## src/verilog/cmpctl_pkg.sv

```systemverilog
// Shared constants and types for the dual comparator control block.
// Assumes an 8-bit special register bus on the system clock.
package cmpctl_pkg;

  // Special register addresses.
  localparam logic [7:0] CN0_ADDR = 8'h9b;
  localparam logic [7:0] MD0_ADDR = 8'h9d;
  localparam logic [7:0] CN1_ADDR = 8'h9a;
  localparam logic [7:0] MD1_ADDR = 8'h9c;

  // Control register field positions.
  localparam int unsigned CN_EN_BIT  = 7;
  localparam int unsigned CN_OUT_BIT = 6;
  localparam int unsigned CN_RIF_BIT = 5;
  localparam int unsigned CN_FIF_BIT = 4;
  localparam int unsigned CN_HYP_LSB = 2;
  localparam int unsigned CN_HYN_LSB = 0;

  // Mode register field positions.
  localparam int unsigned MD_RIE_BIT  = 5;
  localparam int unsigned MD_FIE_BIT  = 4;
  localparam int unsigned MD_MODE_LSB = 0;

  // Reset values.
  localparam logic [7:0] CN_RESET    = 8'h00;
  localparam logic [7:0] MD_RESET    = 8'h02;
  localparam logic [1:0] MODE_RESET  = 2'h2;
  localparam logic [1:0] HYST_RESET  = 2'h0;
  localparam logic [7:0] RDATA_RESET = 8'h00;

  localparam int unsigned NUM_CMP = 2;

  // Settings forwarded to one analog comparator core.
  typedef struct packed {
    logic       power_en;
    logic [1:0] hyst_pos;
    logic [1:0] hyst_neg;
    logic [1:0] resp_mode;
  } cmpctl_ana_t;

  // One special register bus request.
  typedef struct packed {
    logic [7:0] addr;
    logic       wr;
    logic       rd;
    logic [7:0] wdata;
  } cmpctl_sfr_t;

endpackage : cmpctl_pkg

```

## src/verilog/cmpctl_top.sv

```systemverilog
// Dual comparator control block: registers, flags and outputs for two
// identical comparators. Assumes analog cores outside, raw outputs async.
//
// Operation
// - Two identical comparator channels; only the first feeds a reset source.
// - Each comparator offers a clock-synchronous latched and a raw output.
// - Raw output keeps following the comparator with the clock stopped.
// - Disabled comparator drives its pin output low and powers down.
// - Result is readable, can raise interrupts and reaches pins.
// - Control bit 7 enables the comparator when one, disables when zero.
// - Control bit 6 reads the current comparator result, read only.
// - Bit 5 sets on rising edges, bit 4 on falling edges.
// - Edge flags stay set until software writes zero to them.
// - Interrupt request per edge only while that edge's enable is one.
// - Control bits 1:0 select negative hysteresis, forwarded to the core.
// - Control bits 3:2 select positive hysteresis, forwarded to the core.
// - Response time setting goes to the core; slower saves current.
// - Mode bits 1:0 select response mode, reset value binary 10.
// - Mode bit 5 rising enable, bit 4 falling enable, rest read zero.
`timescale 1ns/1ps
module cmpctl_top (
  // Clock and reset
  input  wire logic                                sys_clk,
  input  wire logic                                srst,
  // Special register bus
  input  wire cmpctl_pkg::cmpctl_sfr_t             sfr,
  output logic [7:0]                               sfr_rdata,
  // Analog comparator cores
  input  wire logic [1:0]                          raw_in,
  output cmpctl_pkg::cmpctl_ana_t [1:0]            ana,
  // Pin outputs and events
  output logic [1:0]                               latched_out,
  output logic [1:0]                               raw_out,
  output logic [1:0]                               irq_out,
  output logic                                     reset_src_out
);

  logic [7:0] cn_val [2];
  logic [7:0] md_val [2];
  logic [1:0] result;
  logic [1:0] irq_req;
  logic [1:0] wr_cn;
  logic [1:0] wr_md;
  logic [1:0] latched_r;
  logic [1:0] irq_r;
  logic       reset_src_r;
  logic [7:0] rdata_r;
  logic [7:0] rdata_nxt;

  function automatic logic [7:0] cn_addr_of(input int unsigned idx);
    cn_addr_of = (idx == 0) ? cmpctl_pkg::CN0_ADDR : cmpctl_pkg::CN1_ADDR;
  endfunction : cn_addr_of

  function automatic logic [7:0] md_addr_of(input int unsigned idx);
    md_addr_of = (idx == 0) ? cmpctl_pkg::MD0_ADDR : cmpctl_pkg::MD1_ADDR;
  endfunction : md_addr_of

  // Both channels are the same logic; only the address differs.
  genvar g;
  generate
    for (g = 0; g < cmpctl_pkg::NUM_CMP; g = g + 1)
    begin : g_chan
      assign wr_cn[g] = sfr.wr && (sfr.addr == cn_addr_of(g));
      assign wr_md[g] = sfr.wr && (sfr.addr == md_addr_of(g));

      cmpctl_chan u_chan (
        .sys_clk (sys_clk),
        .srst    (srst),
        .wr_cn   (wr_cn[g]),
        .wr_md   (wr_md[g]),
        .wdata   (sfr.wdata),
        .raw_in  (raw_in[g]),
        .ana     (ana[g]),
        .cn_val  (cn_val[g]),
        .md_val  (md_val[g]),
        .result  (result[g]),
        .irq_req (irq_req[g])
      );

      // The raw path must work without a clock, so it is not registered.
      assign raw_out[g] = raw_in[g] & ana[g].power_en;
    end
  endgenerate

  // Latched pin output and interrupt requests, one flop after the channel.
  always_ff @(posedge sys_clk)
  begin
    if (srst)
    begin
      latched_r <= 2'h0;
      irq_r     <= 2'h0;
    end
    else
    begin
      latched_r <= result;
      irq_r     <= irq_req;
    end
  end

  // Only the first comparator may act as a reset source.
  always_ff @(posedge sys_clk)
  begin
    if (srst)
      reset_src_r <= 1'b0;
    else
      reset_src_r <= result[0];
  end

  // Unmapped addresses read zero so software sees a defined value.
  always_comb
  begin
    rdata_nxt = cmpctl_pkg::RDATA_RESET;
    case (sfr.addr)
      cmpctl_pkg::CN0_ADDR: rdata_nxt = cn_val[0];
      cmpctl_pkg::MD0_ADDR: rdata_nxt = md_val[0];
      cmpctl_pkg::CN1_ADDR: rdata_nxt = cn_val[1];
      cmpctl_pkg::MD1_ADDR: rdata_nxt = md_val[1];
      default:              rdata_nxt = cmpctl_pkg::RDATA_RESET;
    endcase
  end

  always_ff @(posedge sys_clk)
  begin
    if (srst)
      rdata_r <= cmpctl_pkg::RDATA_RESET;
    else if (sfr.rd)
      rdata_r <= rdata_nxt;
  end

  assign sfr_rdata     = rdata_r;
  assign latched_out   = latched_r;
  assign irq_out       = irq_r;
  assign reset_src_out = reset_src_r;

  // The latched pin lags the enable by one flop, so it is checked only once
  // the comparator has been off for a full cycle.
  property p_raw_low_off;
    @(posedge sys_clk) disable iff (srst)
    (!ana[0].power_en && !$past(ana[0].power_en))
      |-> !raw_out[0] && !latched_out[0];
  endproperty
  a_raw_low_off: assert property (p_raw_low_off)
    else $error("Disabled comparator drives its pin high.");

  property p_latched_follows;
    @(posedge sys_clk) disable iff (srst)
    ##1 latched_out == $past(result);
  endproperty
  a_latched_follows: assert property (p_latched_follows)
    else $error("Latched output does not follow the result.");

  property p_irq_masked;
    @(posedge sys_clk) disable iff (srst)
    (wr_md[1] && !sfr.wdata[cmpctl_pkg::MD_RIE_BIT]
              && !sfr.wdata[cmpctl_pkg::MD_FIE_BIT]) |=> ##1 !irq_out[1];
  endproperty
  a_irq_masked: assert property (p_irq_masked)
    else $error("Interrupt raised with both edge enables off.");

  property p_read_result;
    @(posedge sys_clk) disable iff (srst)
    (sfr.rd && sfr.addr == cmpctl_pkg::CN0_ADDR)
      |=> sfr_rdata[cmpctl_pkg::CN_OUT_BIT] == $past(result[0]);
  endproperty
  a_read_result: assert property (p_read_result)
    else $error("Result bit read back wrong.");

  property p_md_unused_zero;
    @(posedge sys_clk) disable iff (srst)
    (sfr.rd && sfr.addr == cmpctl_pkg::MD0_ADDR)
      |=> sfr_rdata[7:6] == 2'h0 && sfr_rdata[3:2] == 2'h0;
  endproperty
  a_md_unused_zero: assert property (p_md_unused_zero)
    else $error("Unused mode bits read nonzero.");

  property p_enable_write;
    @(posedge sys_clk) disable iff (srst)
    wr_cn[0] |=> ana[0].power_en == $past(sfr.wdata[cmpctl_pkg::CN_EN_BIT])
             && ana[0].hyst_pos == $past(sfr.wdata[3:2])
             && ana[0].hyst_neg == $past(sfr.wdata[1:0]);
  endproperty
  a_enable_write: assert property (p_enable_write)
    else $error("Control write not applied to the core.");

  property p_mode_write;
    @(posedge sys_clk) disable iff (srst)
    wr_md[1] |=> ana[1].resp_mode == $past(sfr.wdata[1:0]);
  endproperty
  a_mode_write: assert property (p_mode_write)
    else $error("Response mode not forwarded.");

  c_rise_irq: cover property (@(posedge sys_clk) disable iff (srst)
    $rose(irq_out[0]));
  c_read_cn1: cover property (@(posedge sys_clk) disable iff (srst)
    sfr.rd && sfr.addr == cmpctl_pkg::CN1_ADDR);
  c_reset_src: cover property (@(posedge sys_clk) disable iff (srst)
    $rose(reset_src_out));
  c_clear_flag: cover property (@(posedge sys_clk) disable iff (srst)
    wr_cn[0] && !sfr.wdata[cmpctl_pkg::CN_RIF_BIT]);

endmodule : cmpctl_top

```

## src/verilog/cmpctl_chan.sv

```systemverilog
// One comparator's control and status registers, synchroniser and flags.
// Assumes write strobes already decoded by the parent, raw input async.
`timescale 1ns/1ps
module cmpctl_chan (
  // Clock and reset
  input  wire logic                   sys_clk,
  input  wire logic                   srst,
  // Register writes
  input  wire logic                   wr_cn,
  input  wire logic                   wr_md,
  input  wire logic [7:0]             wdata,
  // Analog side
  input  wire logic                   raw_in,
  output cmpctl_pkg::cmpctl_ana_t     ana,
  // Status
  output logic [7:0]                  cn_val,
  output logic [7:0]                  md_val,
  output logic                        result,
  output logic                        irq_req
);

  logic       en_r;
  logic       rif_r;
  logic       fif_r;
  logic       rie_r;
  logic       fie_r;
  logic [1:0] hyp_r;
  logic [1:0] hyn_r;
  logic [1:0] md_r;
  logic       sync1_r;
  logic       sync2_r;
  logic       prev_r;
  logic       rise;
  logic       fall;

  always_ff @(posedge sys_clk)
  begin
    if (srst)
    begin
      en_r  <= cmpctl_pkg::CN_RESET[cmpctl_pkg::CN_EN_BIT];
      hyp_r <= cmpctl_pkg::HYST_RESET;
      hyn_r <= cmpctl_pkg::HYST_RESET;
    end
    else if (wr_cn)
    begin
      en_r  <= wdata[cmpctl_pkg::CN_EN_BIT];
      hyp_r <= wdata[cmpctl_pkg::CN_HYP_LSB +: 2];
      hyn_r <= wdata[cmpctl_pkg::CN_HYN_LSB +: 2];
    end
  end

  always_ff @(posedge sys_clk)
  begin
    if (srst)
    begin
      rie_r <= cmpctl_pkg::MD_RESET[cmpctl_pkg::MD_RIE_BIT];
      fie_r <= cmpctl_pkg::MD_RESET[cmpctl_pkg::MD_FIE_BIT];
      md_r  <= cmpctl_pkg::MODE_RESET;
    end
    else if (wr_md)
    begin
      rie_r <= wdata[cmpctl_pkg::MD_RIE_BIT];
      fie_r <= wdata[cmpctl_pkg::MD_FIE_BIT];
      md_r  <= wdata[cmpctl_pkg::MD_MODE_LSB +: 2];
    end
  end

  // The first stage feeds only the second to keep metastability contained.
  always_ff @(posedge sys_clk)
  begin
    if (srst)
    begin
      sync1_r <= 1'b0;
      sync2_r <= 1'b0;
      prev_r  <= 1'b0;
    end
    else
    begin
      sync1_r <= raw_in;
      sync2_r <= sync1_r;
      prev_r  <= result;
    end
  end

  // A powered-down comparator reads as low, so disabling may flag a fall.
  assign result = sync2_r & en_r;
  assign rise   = en_r & sync2_r & ~prev_r;
  assign fall   = prev_r & ~result;

  // An edge in the same cycle as a clearing write wins over the write.
  always_ff @(posedge sys_clk)
  begin
    if (srst)
    begin
      rif_r <= cmpctl_pkg::CN_RESET[cmpctl_pkg::CN_RIF_BIT];
      fif_r <= cmpctl_pkg::CN_RESET[cmpctl_pkg::CN_FIF_BIT];
    end
    else
    begin
      if (rise)
        rif_r <= 1'b1;
      else if (wr_cn)
        rif_r <= wdata[cmpctl_pkg::CN_RIF_BIT];
      if (fall)
        fif_r <= 1'b1;
      else if (wr_cn)
        fif_r <= wdata[cmpctl_pkg::CN_FIF_BIT];
    end
  end

  assign irq_req = (rif_r & rie_r) | (fif_r & fie_r);
  assign cn_val  = {en_r, result, rif_r, fif_r, hyp_r, hyn_r};
  assign md_val  = {2'h0, rie_r, fie_r, 2'h0, md_r};
  assign ana     = '{power_en: en_r, hyst_pos: hyp_r,
                     hyst_neg: hyn_r, resp_mode: md_r};

  property p_rise_sets;
    @(posedge sys_clk) disable iff (srst)
    (en_r && sync2_r && !prev_r) |=> rif_r;
  endproperty
  a_rise_sets: assert property (p_rise_sets)
    else $error("Rising edge did not set the flag.");

  property p_fall_sets;
    @(posedge sys_clk) disable iff (srst)
    (prev_r && !sync2_r) |=> fif_r;
  endproperty
  a_fall_sets: assert property (p_fall_sets)
    else $error("Falling edge did not set the flag.");

  property p_flag_holds;
    @(posedge sys_clk) disable iff (srst)
    (rif_r && !(wr_cn && !wdata[cmpctl_pkg::CN_RIF_BIT])) |=> rif_r;
  endproperty
  a_flag_holds: assert property (p_flag_holds)
    else $error("Rising flag cleared without a clearing write.");

  property p_sync_delay;
    @(posedge sys_clk) disable iff (srst)
    !$past(srst, 2) |-> sync2_r == $past(raw_in, 2);
  endproperty
  a_sync_delay: assert property (p_sync_delay)
    else $error("Synchroniser is not two stages deep.");

  property p_mode_reset;
    @(posedge sys_clk)
    $past(srst) |-> (md_r == cmpctl_pkg::MODE_RESET && !rie_r && !fie_r);
  endproperty
  a_mode_reset: assert property (p_mode_reset)
    else $error("Mode register reset value wrong.");

endmodule : cmpctl_chan

```

## config.mk

```make
export PLATFORM = sky130hd
export DESIGN_NAME = cmpctl_top
export DESIGN_NICKNAME = d
export VERILOG_FILES = /design/src/verilog/cmpctl_pkg.sv /design/src/verilog/cmpctl_top.sv /design/src/verilog/cmpctl_chan.sv
export SDC_FILE = /design/constraint.sdc
export NUM_CORES = 1
export LEC_CHECK = 0
export BUFFER_PORTS_ARGS = -buffer_cell sky130_fd_sc_hd__buf_2
export CAP_MARGIN = 20
export CORE_MARGIN = 3
export CORE_UTILIZATION = 45
export DETAILED_ROUTE_END_ITERATION = 6
export GPL_TIMING_DRIVEN = 0
export PLACE_DENSITY = 0.74
export SYNTH_ARGS = -nofsm -noshare
export SYNTH_HDL_FRONTEND = slang
export SYNTH_SLANG_ARGS = --single-unit
```

## constraint.sdc

```tcl
create_clock -name sys_clk -period 1.1 [get_ports sys_clk]
set_input_delay 0.11 -clock sys_clk [delete_from_list [all_inputs] [get_ports sys_clk]]
set_output_delay 0.11 -clock sys_clk [all_outputs]
set_load 0.02 [all_outputs]
```

# == Word-level counts from Yosys, hierarchy flattened ==
# Index checks and enable logic that the tools add are counted.
# word_totals
ff_bits,40
input_bits,22
out_inout_bits,29
wordCells,64
# op_classes
n_eq_ne,4
mux,9
n_bitwise,18
reduce_logical,8
# ops
op,count
"== test 8 bit, second input constant",4
one-hot mux 8 bit (4 select lines),1
bitwise AND 1 bit,12
two-way mux 1 bit,8
nonzero test 2 bit,4
logical AND 1 bit,4
NOT 1 bit,4
bitwise OR 1 bit,2

# == Logic depth before layout (Yosys ltp) ==
# logic_depth
word_depth,4
ltp_mapped,5
mapped_depth_nobuf,4

# == Cells and area by module ==
# Synthesis repeated with hierarchy kept, for this count alone.
# unflattened
hier_cells,196
area_unflattened_um2,1978.1
# modules_own_cells
mod,n_inst,cells_each,area_per_inst_um2,seq_area_each_um2
cmpctl_chan,2,64,639.4,280.3
cmpctl_top,1,68,699.4,240.2

# == Worst setup path before layout ==
# OpenSTA, ideal clock, no wires.
# synth_timing
path_type,input port to flip-flop
from,in sfr[10] (netlist bit)
to,reg g_chan[0].u_chan.fif_r
setup_ns,0.132
arrival_time_ns,1.014
t_required_ns,0.968
path_slack_ns,-0.047
stages,5
n_path_buf,1
cell_sequence,buf_2 -> nand2_2 -> nor3_4 -> mux2i_1 -> a21oi_1
# synth_via
elab_chain_len,3
# synth_lines
element,line,rtl
from (decl),cmpctl_top.sv:26,"input wire cmpctl_pkg::cmpctl_sfr_t sfr,"
== test 8 bit,cmpctl_top.sv:63,assign wr_cn[g] = sfr.wr && (sfr.addr == cn_addr_of(g));
logical AND 1 bit,cmpctl_top.sv:63,
nonzero test 2 bit (no source line),--,
to (signal assigned),cmpctl_chan.sv:96,fif_r <= cmpctl_pkg::CN_RESET[cmpctl_pkg::CN_FIF_BIT];
to (signal assigned),cmpctl_chan.sv:107,fif_r <= wdata[cmpctl_pkg::CN_FIF_BIT];
to (decl),cmpctl_chan.sv:24,logic fif_r;
# Every way passes these cells.
# A chain may end at the register's enable or synchronous reset.

# == Worst setup path after layout ==
# layout_timing
from,reg g_chan[1].u_chan.en_r
to,out raw_out[1]
# layout_via
elab_chain_len,1
# layout_lines
element,line,rtl
from (decl),cmpctl_chan.sv:22,logic en_r;
from (signal assigned),cmpctl_chan.sv:40,en_r <= cmpctl_pkg::CN_RESET[cmpctl_pkg::CN_EN_BIT];
from (signal assigned),cmpctl_chan.sv:46,en_r <= wdata[cmpctl_pkg::CN_EN_BIT];
bitwise AND 1 bit,cmpctl_top.sv:81,assign raw_out[g] = raw_in[g] & ana[g].power_en;
to (decl),cmpctl_top.sv:33,"output logic [1:0] raw_out,"
# Every way passes these cells.

==> run metrics <==
Setup crit end kind=output pin; first-pass GRT wire length=about 6300 um; Nets=250; max-slew violation count=0; DP HPWL=between 2000 and 3000 um; H-tree depth=2; critical path class=register to output pin; Syn Nets=around 190; Chip Height=between 60 and 70 um; Top delay family on crit path=flip-flops; Synth Warn #=0; final instance area=between 2000 and 2500 sq um; DR vias=approximately 1400; Initial Util=between 40% and 50%; Rel. slew slack=between 60% and 70%; vias in the first global route=between 1000 and 1500; DR iter-0 viols=between 50 and 60; Max Cap Violations=0; Area Growth Syn to Fin=27.8%; critical path cell sequence=and2_4 > buf_6; Tot GR Track Use=19.4%; DRT Wirelength=3870 um; Critical Path Source Type=register; Worst EP required=a little under 1000 ps; chip width=66.3 um; hold slack=around 19 ps; die area=roughly 4400 sq um; # port buffers=47; Leakage=~0.95 nW; DR DRC count=0; Final Power=2.27 mW; routed length per instance=14.1 um; grt total ovfl=0; post-synthesis register bit count=38; Worst-Margin Slew=roughly 540 ps; Worst Path Max Fanout=4; layout cells sized above 1=about 35%; clk buf depth=2; setup tns final=0 ps; Hold Fails Final Rpt=0; clock sinks=38; sequential fraction of the synthesis area=between 40% and 50%; CTS tree=yes; dpl ws=-370 ps; Netlist cell types=30; pwr dens=1090 nW/um^2; Crit. Startpoint=g_chan[1].u_chan.en_r; mapped cell area=1640 sq um; Fmax achieved=approximately 920 MHz; final core utilization=61.2%; Num CTS Buffers=5; Worst path slowest cell=dfxtp_4; routed vias/inst=roughly 5.2; Synth Instances=170; Buf+Inv Stages, Crit Path=1; worst-skew pair later-pin latency=350 ps; RSZ-0062 raised after global routing=true; placed cell count=263; Core Region=roughly 3400 sq um; hold_sp=sfr[2]; Final setup violation count=0; outcome=finished, final reports clean; r2r startpoint=g_chan[0].u_chan.en_r; Cell Count, Final, Fillers Out=275; initial antenna violation count=0; CP arrival=between 900 and 1000 ps; n_diodes=0; Clk pin slew, worst setup/hold paths=about 120 ps; routability cong.=~0.84; most frequent cells in the layout=44 x buf_2, 34 x dfxtp_1, 28 x nor2_1, 20 x mux2i_1, 11 x nor2b_1; hold crit path type=input pin to register; antenna-violating nets left=0; # IOs=51; clk root buf=clkbuf_4; commonest non-fill, non-tap cell in the layout=buf_2; largest net degree at the start of global routing=14; Mapped Avg Cell Area=slightly below 10 sq um; Area after DPL=1930 sq um; Peak VDD IR=just over 0.8 mV; Final period util=a little over nine tenths; std cell rows=21; delay of the slowest cell on the worst path=around 370 ps; Layout Skew=approximately 10 ps; final setup margin=approximately 14 ps; DRT Pass-1 Iters=4; fin crit period=between 1000 and 1500 ps
[cells in the mapped netlist (all sizes together)]
master / n / area [sq um]
a211oi: 1 / 7.51
a21oi: 7 / 35.0
a22o: 8 / 70.1
a22oi: 6 / 45.0
a41oi: 1 / 8.76
and2: 4 / 25.0
and3: 1 / 6.26
and4bb: 1 / 12.5
buf: 7 / 45.0
clkbuf: 4 / 15.0
dfxtp: 38 / 761
inv: 1 / 3.75
mux2: 3 / 33.8
mux2i: 20 / 200
nand2: 12 / 47.6
nand3: 1 / 5.00
nand3b: 2 / 15.0
nand4: 2 / 18.8
nand4bb: 1 / 27.5
nor2: 29 / 109
nor2b: 11 / 68.8
nor3: 3 / 31.3
nor4bb: 1 / 10.0
o2111ai: 1 / 8.76
o21ai: 5 / 25.0
[sequential cells by signal, indices dropped and copies added (netlist names)]
register / flops
g_chan.u_chan.hyn_r: 4
g_chan.u_chan.md_r: 4
g_chan.u_chan.hyp_r: 4
g_chan.u_chan.rie_r: 2
g_chan.u_chan.sync1_r: 2
sfr_rdata: 8
irq_out: 2
g_chan.u_chan.fie_r: 2
g_chan.u_chan.rif_r: 2
g_chan.u_chan.sync2_r: 2
g_chan.u_chan.en_r: 2
g_chan.u_chan.fif_r: 2
latched_out: 2
[metal layers]
layer	share of wire (%)	routed length (um)	GRT usage, %
met1	46	1760	24.0
met4	0.49	19	7.36
met2	48	1870	31.1
met5	0	0	0
met3	5.7	221	6.46
[cell type report]
class,count,area [sq um]
repair buffers,52,318
flip-flops and latches,38,771
multi-input cells,120,825
fillers,315,1330
inverters,1,3.75
plain buffers,10,56.3
well taps,46,57.6
clock inverters,3,21.3
clock buffers,5,37.5
[timing repair]
item | in CTS | in global routing
pin swaps | 0 | 3
hold buffers | 3 | 0
setup endpoints to repair | 6 | 9
buffers inserted | 2 | 0
endpoints found under the hold margin | 3 | 0
gates resized for setup | 16 | 8
[worst min-delay path: stages]
cell	delay [ps]
buf_2	90
mux2i_1	60
nor2_1	70
[power breakdown]
part           internal, mW  switching (mW)  leakage, nW  total (mW)
combinational        0.0660          0.0946        0.610       0.161
clock                 0.248           0.481       0.0312       0.729
sequential             1.38         0.00282        0.310        1.38
[cells by family (layout without fill, tap and decap cells)]
family | after synthesis | after routing | share of synthesized area [%]
AO/OA/AOI/OAI | 29 | 29 | 12.2
AND/OR/NAND/NOR | 68 | 68 | 23.0
multiplexers | 23 | 23 | 14.3
flip-flops | 38 | 38 | 46.5
buffers and inverters | 12 | 71 | 3.90
[worst paths after layout]
| path | to | slack, ps | cells after the start |
|---|---|---|---|
| max reg2reg | sfr_rdata[7] | 30 | 4 |
| min reg2reg | g_chan[1].u_chan.sync2_r | 460 | 1 |
| min | g_chan[1].u_chan.hyp_r[0] | 20 | 3 |
| max | raw_out[1] | 10 | 2 |
(Power assumes the default switching activity.)
